[src/rtl/uif_cfg.svh]
// Purpose: offsets, field positions, reset values of the serial port interrupt front end
// Assumes: byte addresses on a 32-bit word register port
// Notes:   definitions only
`ifndef UIF_CFG_SVH
`define UIF_CFG_SVH
`define UIF_OFF_THRESH      12'h034
`define UIF_OFF_MASK        12'h038
`define UIF_OFF_RAW         12'h03c
`define UIF_OFF_MASKED      12'h040
`define UIF_OFF_CLEAR       12'h044
`define UIF_TX_SEL_LSB      0
`define UIF_RX_SEL_LSB      3
`define UIF_SEL_W           3
`define UIF_NSRC            11
`define UIF_SEL_RST         3'h2
`define UIF_MASK_RST        11'h000
`define UIF_RAW_RST         7'h00
`define UIF_BIT_RX          4
`define UIF_BIT_TX          5
`define UIF_BIT_MODEM_TOP   3
`endif

[src/rtl/uif_pkg.sv]
// Purpose: types shared by the interrupt front end
// Assumes: eleven sources, bit 10 overrun down to bit 0 ring indicator
// Notes:   field order of the struct follows the status bit order
package uif_pkg;
	typedef struct packed {
		logic overrun_irq;
		logic break_irq;
		logic parity_irq;
		logic framing_irq;
		logic rx_timeout_irq;
		logic tx_level_irq;
		logic rx_level_irq;
		logic dataset_ready_irq;
		logic carrier_detect_irq;
		logic clear_to_send_irq;
		logic ring_indicator_irq;
	} uif_src_t;
	typedef struct packed {
		logic [2:0] rx_threshold_sel;
		logic [2:0] tx_threshold_sel;
	} uif_thresh_t;
endpackage

[src/rtl/uif_level_cmp.sv]
// Purpose: turn a fill level and a threshold code into a trigger condition
// Assumes: level counts entries, 0..DEPTH
// Notes:   reserved codes never trigger
`timescale 1ns/10ps
`include "uif_cfg.svh"
module uif_level_cmp #(
	parameter int DEPTH = 32,
	parameter int LW    = 6,
	parameter bit IS_RX = 1'b1
) (
	input  wire logic                  ref_clk,
	input  wire logic                  resetn,
	input  wire logic [LW-1:0]         level,
	input  wire logic [`UIF_SEL_W-1:0] sel,
	output logic                       hit
);
	logic [LW+2:0] lvl8;
	logic [LW+2:0] lim;
	logic          next_hit;

	// compare level*8 against depth*eighths to avoid division
	always_comb
	begin
		lvl8 = {level, 3'h0};
		lim  = '0;
		next_hit = 1'b0;
		case (sel)
			3'h0: lim = (LW+3)'(IS_RX ? DEPTH : DEPTH);
			3'h1: lim = (LW+3)'(IS_RX ? DEPTH * 4 : DEPTH * 2);
			3'h2: lim = (LW+3)'(DEPTH * 4);
			3'h3: lim = (LW+3)'(DEPTH * 6);
			3'h4: lim = (LW+3)'(DEPTH * 7);
			default: lim = '0;
		endcase
		if (sel <= 3'h4)
			next_hit = IS_RX ? (lvl8 >= lim) : (lvl8 <= lim);
	end

	// registered so the status path sees a clean level
	always_ff @(posedge ref_clk or negedge resetn)
	begin
		if (!resetn)
			hit <= 1'b0;
		else
			hit <= next_hit;
	end
endmodule // uif_level_cmp

[src/rtl/uif_irq_front.sv]
// Purpose: interrupt front end of a serial port: thresholds, mask, raw/masked status
// Assumes: fifo levels and event strobes come from logic on ref_clk; modem pins are async
// Notes:   register port returns read data one cycle after the read strobe
//
// What this block does
// - 3-bit receive threshold at bits 5:3, eighths/halves/3-4/7-8, reset 2.
// - 3-bit transmit threshold at bits 2:0, 1/8 to 7/8, reset 2.
// - receive fires at or above level; transmit fires at or below.
// - mask has one enable per source, bit 10 overrun down to bit 0 ring.
// - writing 1 sets an enable, writing 0 clears it.
// - mask reads back stored enables; all reset to zero.
// - raw status is read-only, same bit layout, ignores the mask.
// - all raw bits reset to zero, modem ones too; modem bits set on a line change.
// - masked status is raw status gated by mask, else zero.
// - writing 1 to clear register bit clears that pending source.
`timescale 1ns/10ps
`include "uif_cfg.svh"
module uif_irq_front #(
	parameter int RX_DEPTH = 32,
	parameter int TX_DEPTH = 32,
	parameter int LW       = 6
) (
	input  wire logic          ref_clk,
	input  wire logic          resetn,
	input  wire logic [11:0]   addr,
	input  wire logic [31:0]   wdata,
	input  wire logic          wr,
	input  wire logic          rd,
	output logic      [31:0]   rdata,
	input  wire logic [LW-1:0] rx_level,
	input  wire logic [LW-1:0] tx_level,
	input  wire logic          overrun_evt,
	input  wire logic          break_evt,
	input  wire logic          parity_evt,
	input  wire logic          framing_evt,
	input  wire logic          rx_timeout_evt,
	input  wire logic          dataset_ready_n,
	input  wire logic          carrier_detect_n,
	input  wire logic          clear_to_send_n,
	input  wire logic          ring_indicator_n,
	output logic               irq
);
	uif_pkg::uif_thresh_t thresh;
	uif_pkg::uif_thresh_t next_thresh;
	uif_pkg::uif_src_t    mask;
	uif_pkg::uif_src_t    next_mask;
	uif_pkg::uif_src_t    raw;
	uif_pkg::uif_src_t    next_raw;
	uif_pkg::uif_src_t    masked;
	logic [3:0]           modem_s1;
	logic [3:0]           modem_s2;
	logic [3:0]           modem_d;
	logic                 rx_hit;
	logic                 tx_hit;
	logic                 rx_hit_d;
	logic                 tx_hit_d;
	logic [31:0]          next_rdata;
	logic                 next_irq;
	logic [`UIF_NSRC-1:0] set_vec;
	logic [`UIF_NSRC-1:0] clr_vec;
	logic                 wr_thresh;
	logic                 wr_mask;
	logic                 wr_clear;

	// threshold comparators, one per direction
	uif_level_cmp #(.DEPTH(RX_DEPTH), .LW(LW), .IS_RX(1'b1)) u_rx_cmp (
		.ref_clk (ref_clk),
		.resetn  (resetn),
		.level   (rx_level),
		.sel     (thresh.rx_threshold_sel),
		.hit     (rx_hit)
	);
	uif_level_cmp #(.DEPTH(TX_DEPTH), .LW(LW), .IS_RX(1'b0)) u_tx_cmp (
		.ref_clk (ref_clk),
		.resetn  (resetn),
		.level   (tx_level),
		.sel     (thresh.tx_threshold_sel),
		.hit     (tx_hit)
	);

	// address decode of writes
	always_comb
	begin
		wr_thresh = wr && (addr == `UIF_OFF_THRESH);
		wr_mask   = wr && (addr == `UIF_OFF_MASK);
		wr_clear  = wr && (addr == `UIF_OFF_CLEAR);
	end

	// control registers; upper data bits simply are not stored
	always_comb
	begin
		next_thresh = thresh;
		next_mask   = mask;
		if (wr_thresh)
			next_thresh = uif_pkg::uif_thresh_t'(wdata[5:0]);
		if (wr_mask)
			next_mask = uif_pkg::uif_src_t'(wdata[`UIF_NSRC-1:0]);
	end

	always_ff @(posedge ref_clk or negedge resetn)
	begin
		if (!resetn)
		begin
			thresh <= uif_pkg::uif_thresh_t'({`UIF_SEL_RST, `UIF_SEL_RST});
			mask   <= uif_pkg::uif_src_t'(`UIF_MASK_RST);
		end
		else
		begin
			thresh <= next_thresh;
			mask   <= next_mask;
		end
	end

	// modem pins are asynchronous: two flops before anything looks at them
	always_ff @(posedge ref_clk or negedge resetn)
	begin
		if (!resetn)
		begin
			// low-active pins idle high; a zero reset would fake a change after release
			modem_s1 <= 4'hf;
			modem_s2 <= 4'hf;
			modem_d  <= 4'hf;
		end
		else
		begin
			modem_s1 <= {dataset_ready_n, carrier_detect_n, clear_to_send_n, ring_indicator_n};
			modem_s2 <= modem_s1;
			modem_d  <= modem_s2;
		end
	end

	// event sources: error strobes, fifo level rising edges, modem line changes
	always_comb
	begin
		set_vec = {overrun_evt, break_evt, parity_evt, framing_evt, rx_timeout_evt,
			tx_hit & ~tx_hit_d, rx_hit & ~rx_hit_d, modem_s2 ^ modem_d};
		clr_vec = wr_clear ? wdata[`UIF_NSRC-1:0] : '0;
		// a set arriving with its clear wins so no event is lost
		next_raw = uif_pkg::uif_src_t'(set_vec | (raw & ~clr_vec));
	end

	// raw status; modem bits share the zero reset, which the outside may not rely on
	always_ff @(posedge ref_clk or negedge resetn)
	begin
		if (!resetn)
		begin
			raw      <= uif_pkg::uif_src_t'(`UIF_MASK_RST);
			rx_hit_d <= 1'b0;
			tx_hit_d <= 1'b0;
		end
		else
		begin
			raw      <= next_raw;
			rx_hit_d <= rx_hit;
			tx_hit_d <= tx_hit;
		end
	end

	// masked view and the combined interrupt
	always_comb
	begin
		masked   = raw & mask;
		next_irq = |next_raw & |(next_raw & next_mask);
		next_rdata = 32'h0000_0000;
		if (rd)
		begin
			case (addr)
				`UIF_OFF_THRESH: next_rdata = {26'h0, thresh};
				`UIF_OFF_MASK:   next_rdata = {21'h0, mask};
				`UIF_OFF_RAW:    next_rdata = {21'h0, raw};
				`UIF_OFF_MASKED: next_rdata = {21'h0, masked};
				default:         next_rdata = 32'h0000_0000;
			endcase
		end
	end

	// read data stand only in the cycle after the strobe
	always_ff @(posedge ref_clk or negedge resetn)
	begin
		if (!resetn)
		begin
			rdata <= 32'h0000_0000;
			irq   <= 1'b0;
		end
		else
		begin
			rdata <= next_rdata;
			irq   <= next_irq;
		end
	end
endmodule // uif_irq_front

[config.mk]
export PLATFORM = sky130hd
export DESIGN_NAME = uif_irq_front
export DESIGN_NICKNAME = d
export VERILOG_FILES = /design/src/rtl/uif_pkg.sv /design/src/rtl/uif_level_cmp.sv /design/src/rtl/uif_irq_front.sv
export VERILOG_INCLUDE_DIRS = /design/src /design/src/rtl
export SDC_FILE = /design/constraint.sdc
export NUM_CORES = 1
export LEC_CHECK = 0
export BUFFER_PORTS_ARGS = -buffer_cell sky130_fd_sc_hd__buf_2
export CORE_ASPECT_RATIO = 0.75
export CORE_UTILIZATION = 53
export DETAILED_ROUTE_END_ITERATION = 12
export MAX_ROUTING_LAYER = met4
export PLACE_DENSITY = 0.82
export SLEW_MARGIN = 20
export SYNTH_ARGS = -nofsm -noshare
export SYNTH_HDL_FRONTEND = slang
export SYNTH_HIERARCHICAL = 1
export SYNTH_SLANG_ARGS = --single-unit
[constraint.sdc]
create_clock -name ref_clk -period 3.5 [get_ports ref_clk]
set_clock_uncertainty 0.05 [all_clocks]
set_input_delay 0.35 -clock ref_clk [delete_from_list [all_inputs] [get_ports ref_clk]]
set_output_delay 0.35 -clock ref_clk [all_outputs]
set_load 0.005 [all_outputs]
### Word level (Yosys, flattened, before mapping)

Cells that the tools add are included.

* register bits after elaboration: 77
* output and inout bits: 33

* $lt $le $gt $ge: 4
* equal/unequal tests: 13
* mux-type cells: 8
* bitwise operators: 11
* reductions and logical operators: 8

Operator list (count)
* 11-bit one-hot mux with 4 select lines: 1
* 8-bit one-hot mux with 5 select lines: 1
* 12-bit by 6-bit equality test with 1-bit output (second input constant): 3
* 11-bit AND: 3
* 32-bit 2-to-1 mux: 1
* 8-bit one-hot mux with 4 select lines: 1
* 12-bit by 7-bit equality test with 1-bit output (second input constant): 2
* 11-bit 2-to-1 mux: 2
* 11-bit OR reduction: 2
* 3-bit by 2-bit equality test with 1-bit output (second input constant): 4
* 11-bit NOT: 1
* 11-bit OR: 1
* 9-bit by 8-bit >= comparator with 1-bit output: 1
* 9-bit by 8-bit <= comparator with 1-bit output: 1
* 3-bit by 1-bit equality test with 1-bit output (second input constant): 2
* 3-bit equality test (second input constant): 2
* 3-bit <= comparator (second input constant): 2
* 3-bit logical NOT: 2
* 4-bit bitwise XOR: 1
* 1-bit AND: 3
* 1-bit logical AND: 3
* 1-bit 2-to-1 mux: 2
* 1-bit NOT: 2
* 2-bit OR reduction: 1

### Logic depth before layout (Yosys ltp)

Gate-level depths: netlist of the first run.

* word-level depth: 9
* depth in mapped cells: 7
* mapped depth without buffers: 7

### Modules after synthesis

Netlist of the first run, hierarchy kept.

Modules (own cells, without submodules)
* uif_irq_front: instances 1, cells each 201, area an instance 2408.6 µm², seq. area each 1368.8 µm²
* uif_level_cmp at u_tx_cmp: instances 1, cells each 15, area an instance 140.1 µm², seq. area each 25.0 µm²
* uif_level_cmp at u_rx_cmp: instances 1, cells each 17, area an instance 136.4 µm², seq. area each 25.0 µm²

### Worst setup path after synthesis of the first run

No wires, ideal clock.

* path type: input -> register
* from: input port addr[11]
* to: register irq
* library setup time: 0.138 ns
* arrival: 2.029 ns
* path slack: 1.283 ns
* stages: 7
* buffers on the path: 1
* cells stage by stage: nor4_4 -> nand4_2 -> buf_6 -> mux2_4 -> a21boi_1 -> nand4bb_1 -> or4b_1

RTL lines
* from (decl): line uif_irq_front.sv:25 `input wire logic [11:0] addr,`
* to (signal assigned): line uif_irq_front.sv:188 `irq <= next_irq;`
* to (decl): line uif_irq_front.sv:41 `output logic irq`

==> results.toml, run 1 <==
[detailed_routing]
drt_iter0_markers = 165
route.final.wire_length_mm = 5.34
avgViaCountPerCell = 5.34
drc = 14
wl_per_cell_um = 15.0
vias = 1906
first_pass_iters = 8
ant_nets = 0

[status]
violations = "DRC"
status = "complete, but fails checks"

[floorplan]
io_pins = 102
fp.dieH_um = 63.6
rows = 22
start_util_pct = 55.1
coreArea_sq_um = 4870
die_area_sq_um = 5360
die_w_um = 84.2

[worst_setup_path]
cpMaxStageDelayCell = "or4b_1"
r2r-start = "thresh[3]"
cp_slowest_stage_delay_ns = 0.51
endpoint_kind = "flip-flop"
reg2reg_slack_ns = 1.75
worstPathMaxFanout = 11
startpoint_type = "primary input"
critPathRequiredTime_ns = 3.65
arrival_ns = 2.53
crit_path_cell_trace = "buf_2, nor4_4, nand4_2, mux2_2, a21boi_0, nand4bb_1, or4b_1"
r2r_end = "u_rx_cmp/hit"
path_class = "in -> reg"
rr_worst_depth = 6

[yosys]
synth_top_family_by_area = "compound AO/OA/AOI/OAI gates"
yosys.area.top_type = "dfrtp_1"
yosysTopAreaCellShare_pct = 39.1
async_flop_share_pct = 100
synth-main-ff-cell = "dfrtp_1"
synth-edff-count = 0
ys_ff_latch = 56
yosys.area_share.simple_pct = 12.9
synthDistinctLibCells = 47
synth.area.top_cells = "dfrtp_1, dfstp_2, buf_4"
synth_adder_area_share_pct = 2.80
yosysWarnings = 6
yosysSeqAreaShare_pct = 52.8
synth.avg_cell_area_sq_um = 11.5
synth-xor-area-share_pct = 1.63
syn_area_sq_um = 2690
synth.area.mux_share_pct = 7.18
synth_compound_area_share_pct = 14.6
syn-instance-count = 233

[sta]
max_freq_mhz = 419
rsz0062_at_grt = "false"
setup_viol = 0
setup_ws_ns = 1.11
finalSetupTns_ns = 0
finalCritPeriodShare_pct = 68.2
tightest_slew_ns = 0.869
drv_slew = 0
whs_ns = 0.0772
maxSlewHeadroom_pct = 42.0
fin_crit_ns = 2.39
hold_viol = 0

[cts]
cts_resized = 0
cts_root_buffer = "clkbuf_8"
cts_tree = "done"
cts_buffer_depth = 2
numCtsBuffers = 5
clock-sinks = 56
post_cts_buffers = 0
h-tree-depth = 2
hold_buffers = 0
clk_latency_ns = 0.31
path_clk_slew_ns = 0.10

[power]
total_power_mw = 1.19
p_leak_nw = 1.43
ir_worst_vdd_mv = 0.250
p_per_area_nw_per_um2 = 385

[global_route]
grt_max_degree = 42
grt_pass1_vias = 1847
grt_pass1_wl_mm = 8.63
antenna_found_initial = 0
grt_usage_pct = 21.8
grtUsageMet3_pct = 5.90
met1_usage_pct = 28.8
use_met2_pct = 34.2
busiest_layer = "met2"
gr-total-overflow = 0

[job]
cap_violations = 0

[layout]
nFillCells = 384
final_cell_area_sq_um = 3090
fin_nets = 371
syn2layout_area_growth_pct = 15.2
drive_gt1_share_pct = 38.4
multiInputGateArea_sq_um = 1130
antenna_cells = 0
seqCellArea_sq_um = 1420

[place]
io_buffers = 59
placed_area_sq_um = 2970
gp_congestion = 0.824
place_hpwl_mm = 3.87
place_ws_ns = 0.823

[min_path]
holdPathEnd = "modem_s1[1]"
hp-class = "in -> reg"
hp-start = "clear_to_send_n"
hold_path_depth = 1
## cells in the mapped netlist, drive strengths merged, types with 3 or more instances
cell and number:
ha 6, a21boi 8, clkbuf 4, nor2 11, dfstp 14, or2 6
nand2 18, xor2 3, buf 23, nor2b 4, dfrtp 42, o211ai 11
nand4 4, o21ai 14, inv 6, a21oi 13, a22oi 7, a21o 3
mux2 15
## report_power, final
| group | switching (mW) | internal [mW] |
|---|---|---|
| clock network | 0.208 | 0.234 |
| logic | 0.0467 | 0.0341 |
| registers | 0.00529 | 0.663 |
## layout by cell type, fill, tap and decap left out, types with 2 or more instances in the layout
cell and count:
nand4_1 3, dfstp_2 14, buf_4 4, xnor2_1 2, nand2_1 18, a22oi_1 7, o21ai_1 4, mux2_2 13
nor2_1 10, o211ai_1 11, conb_1 21, o21ai_0 10, ha_1 6, or2_2 6, a21o_1 3, dfrtp_1 42
buf_2 59, nor2b_1 3, clkbuf_8 6, mux2i_1 2, nand3_1 2, inv_1 5, a21boi_0 7, xor2_1 3
a21oi_1 13
## worst max path at each step
stage / slack [ns] / startpoint / end
after floorplan: 1.28 / addr[11] / irq
after global placement: 0.84 / addr[11] / irq
after detailed placement: 0.82 / addr[11] / irq
after CTS: 1.08 / addr[11] / irq
after global routing: 1.00 / addr[11] / irq
final: 1.11 / addr[11] / irq
## per-layer routing
layer  vias up  wire [um]
met5         -          0
met2        69       2480
li1        913          -
met4         0         55
met1       918       2510
met3         6        297
## cell families (layout without fill, tap and decap cells)
family / Yosys count / count (layout)
other cells: 1 / 21
buf+inv: 33 / 77
xor+xnor: 5 / 5
simple gates: 55 / 55
compound gates: 60 / 60
flops: 56 / 56
mux: 17 / 17
fa+ha+maj: 6 / 6
## metrics by stage
step                      cells  utilization, %
after global routing        357            63.5
final                       357            63.5
after floorplan             253               -
after CTS                   357            63.5
after detailed placement    349            61.0
after global placement      349            61.0
## state kept, by name, summed over array words and instances, names as in the netlist, 4 cells and up
signal    cells
modem_s2      4
rdata        11
modem_d       4
mask         11
raw          11
thresh        6
modem_s1      4
## worst max-delay path: cells and delay by family
family / cells / cell delay [ns]
AND/OR/NAND/NOR: 4 / 1.49
buffers and inverters: 1 / 0.12
multiplexers: 1 / 0.43
AO/OA/AOI/OAI: 1 / 0.15
## area by class of cell
class                           instances  area share [%]
Sequential cell                        56            45.9
Timing Repair Buffer                   63            10.5
Inverter                                6           0.728
Clock buffer                            6            2.67
Clock inverter                          2            1.25
Tap cell                               60            2.43
Multi-Input combinational cell        164            36.5
No activity file was read; power rests on OpenSTA's default activity.
==> run 2: changes to the inputs <==
Settings changed: ABC_AREA from default to 1, CORE_UTILIZATION 53 to 50, PLACE_DENSITY 0.82 to 0.77.
Clock period 3.5 ns to 2.2 ns, I/O delays scaled along.
==> run 2 against run 1 <==
Die area rose by 14%. Design area increased by 8.6%. Global-route usage increased by 0.60 points. Sequential power is 58% higher. Critical endpoint is now u_rx_cmp/hit. Area after synthesis rose by 7.9%. Count of clock-buffer cells in the layout rose by 1. The run now ends clean. Register-to-register slack got worse by 1.3 ns. Setup slack got worse by 0.66 ns. Critical path type is now reg -> reg. Wire length grew 15%. Highest routed layer unchanged. Clock power up 31%.
==> results.toml, run 2 <==
[status]
status = "completed"

[floorplan]
coreArea_sq_um = 5470
fp.dieH_um = 67.9
rows = 23
die_w_um = 89.9
io_pins = 102
start_util_pct = 53.0
die_area_sq_um = 6110

[worst_setup_path]
path_class = "reg -> reg"
r2r-start = "thresh[4]"
startpoint_type = "flip-flop"
endpoint_kind = "flip-flop"
r2r_end = "u_rx_cmp/hit"
arrival_ns = 1.95
startpoint = "thresh[4]"
path_buf_inv = 3
cp_slowest_stage_delay_ns = 0.59
critPathRequiredTime_ns = 2.41
rr_worst_depth = 10
worstPathMaxFanout = 5
reg2reg_slack_ns = 0.46
crit_path_cell_trace = "inv_1, nor3_1, nor3_2, ha_1, inv_1, nor2_1, nand3b_1, nand3_1, nand2_1, inv_1"
cpMaxStageDelayCell = "dfstp_2"
cp_common_cell = "inv_1"
critPathTopFamily = "simple AND/OR/NAND/NOR gates"

[place]
place_hpwl_mm = 4.50
dp_cells = 466
gp_congestion = 0.840
io_buffers = 59

[yosys]
yosys.area.top_type = "dfrtp_1"
synth-edff-count = 0
yosysSeqAreaShare_pct = 49.0
yosysWarnings = 6
synth-main-ff-cell = "dfrtp_1"
ys_ff_latch = 56
synthTopCellsByCount = "nand2_1, dfrtp_1, inv_1, buf_4, nand3_1"
async_flop_share_pct = 100
syn_area_sq_um = 2900
synth_most_common_cell = "nand2_1"
synth.avg_cell_area_sq_um = 8.70
synthDistinctLibCells = 31
yosysTopAreaCellShare_pct = 36.3
synth.area.top_cells = "dfrtp_1, dfstp_2, nand2_1"
syn-instance-count = 333

[layout]
reg_top3 = "mask (11), raw (11), rdata (11)"
stdcell_count = 479
syn2layout_area_growth_pct = 15.9
fin_nets = 478
most-common-layout-cells = "nand2_1, buf_2, dfrtp_1"
drive_gt1_share_pct = 29.0
mostFrequentLayoutCell = "nand2_1"
antenna_cells = 0

[global_route]
grt_usage_pct = 22.4
grt_pass1_wl_mm = 10.1
antenna_found_initial = 0
gr-total-overflow = 0
grt_pass1_vias = 2228
grt_max_degree = 31

[cts]
clk_latency_ns = 0.31
numCtsBuffers = 5
cts_root_buffer = "clkbuf_8"
post_cts_buffers = 0
h-tree-depth = 2
clock-sinks = 56
cts_buffer_depth = 2
path_clk_slew_ns = 0.09
cts_tree = "done"

[power]
comb_power_share_pct = 8.7
clkPwrFrac_pct = 32.1
switchingPower_mw = 0.420
p_leak_nw = 1.76
p_seq_share_pct = 59.2
intPower_mw = 1.38
power.share.switching_pct = 23.4
ir_worst_vdd_mv = 0.306
p_per_area_nw_per_um2 = 535

[detailed_routing]
avgViaCountPerCell = 4.90
first_pass_iters = 4
drt_iter0_markers = 150
vias = 2346
drc = 0
wl_per_cell_um = 12.8
route.final.wire_length_mm = 6.15
ant_nets = 0

[sta]
finalSetupTns_ns = 0
finalCritPeriodShare_pct = 79.2
fin_crit_ns = 1.74
maxSlewHeadroom_pct = 55.4
hold_viol = 0
drv_slew = 0
max_freq_mhz = 574
whs_ns = 0.0606
rsz0062_at_grt = "false"
tightest_slew_ns = 0.669
setup_viol = 0

[job]
cap_violations = 0

[min_path]
hp-class = "in -> reg"
hp-start = "parity_evt"
hold_path_depth = 3
holdPathEnd = "raw[8]"
## run 2: cell count changes in the layout (fill, tap and decap cells not counted), moves of 6 or more
| cell | previous run | this run |
|---|---|---|
| o211ai_1 | 11 | 0 |
| nor3_1 | 0 | 7 |
| nand2_1 | 18 | 94 |
| a21oi_1 | 13 | 5 |
| nand2_2 | 0 | 9 |
| inv_1 | 5 | 38 |
| nand3_1 | 2 | 21 |
| or2_2 | 6 | 0 |
| mux2_2 | 13 | 5 |
| a31oi_1 | 0 | 6 |
| a21boi_0 | 7 | 0 |
## run 2: cell families after synthesis
group,synth area share (%)
and+or+nand+nor,27.4
buffers and inverters,12.6
DFF,49.0
AOI/OAI and AO/OA,5.18
adders and majority gates,2.59
muxes,1.94
xor gates and xnor gates,1.21
other,0.129
## run 2: worst max path at each step
stage	cells after the start	endpoint	slack, ns
3_5_place_dp	11	irq	0.36
3_3_place_gp	13	irq	0.39
2_1_floorplan	10	u_rx_cmp/hit	0.64
4_1_cts	10	u_rx_cmp/hit	0.45
6_report	10	u_rx_cmp/hit	0.46
5_1_grt	10	u_rx_cmp/hit	0.32
## run 2: routing by layer
| layer | track usage, % | vias to the layer above | wire, um |
|---|---|---|---|
| met5 | - | - | 0 |
| met4 | 8.27 | 0 | 108 |
| met3 | 5.67 | 15 | 408 |
| met2 | 39.0 | 91 | 2950 |
| met1 | 25.8 | 1083 | 2690 |
| li1 | - | 1157 | - |
## run 2: tightest hold or removal path, stage by stage
cell and delay [ns]:
buf_2 0.07, inv_1 0.03, nand2_1 0.07
## run 2: final cells by class
cell class | instances | area (sq um)
flip-flops and latches | 56 | 1420
clock inverters | 1 | 7.51
multi-input cells | 227 | 1190
clock buffers | 7 | 86.3
inverters | 43 | 161
well taps | 75 | 93.8
fillers | 485 | 2110
repair buffers | 70 | 403
## run 2: per-stage QoR
stage               worst slack, ns  power, mW  util (%)  area (sq um)
CTS                           0.448       1.82      61.4          3360
floorplan                     0.644       1.17         -          2970
global route                  0.317       1.88      61.4          3360
finish                        0.459       1.80      61.4          3360
detailed placement            0.361       1.23      58.8          3220
global placement              0.390       1.23      58.8          3220
## run 2: power groups by stage
stage | sequential, mW | combinational [mW] | clock [mW]
2_1_floorplan | 1.08 | 0.0908 | 0
3_3_place_gp | 1.08 | 0.147 | 0
3_5_place_dp | 1.08 | 0.150 | 0
4_1_cts | 1.06 | 0.158 | 0.600
5_1_grt | 1.07 | 0.179 | 0.636
6_report | 1.06 | 0.156 | 0.577
## run 2: timing repair
action | in CTS | in global routing
endpoints found under the hold margin | 19 | 0
resized for setup | 0 | 0
setup endpoints to repair | 0 | 0
hold buffers | 5 | 0
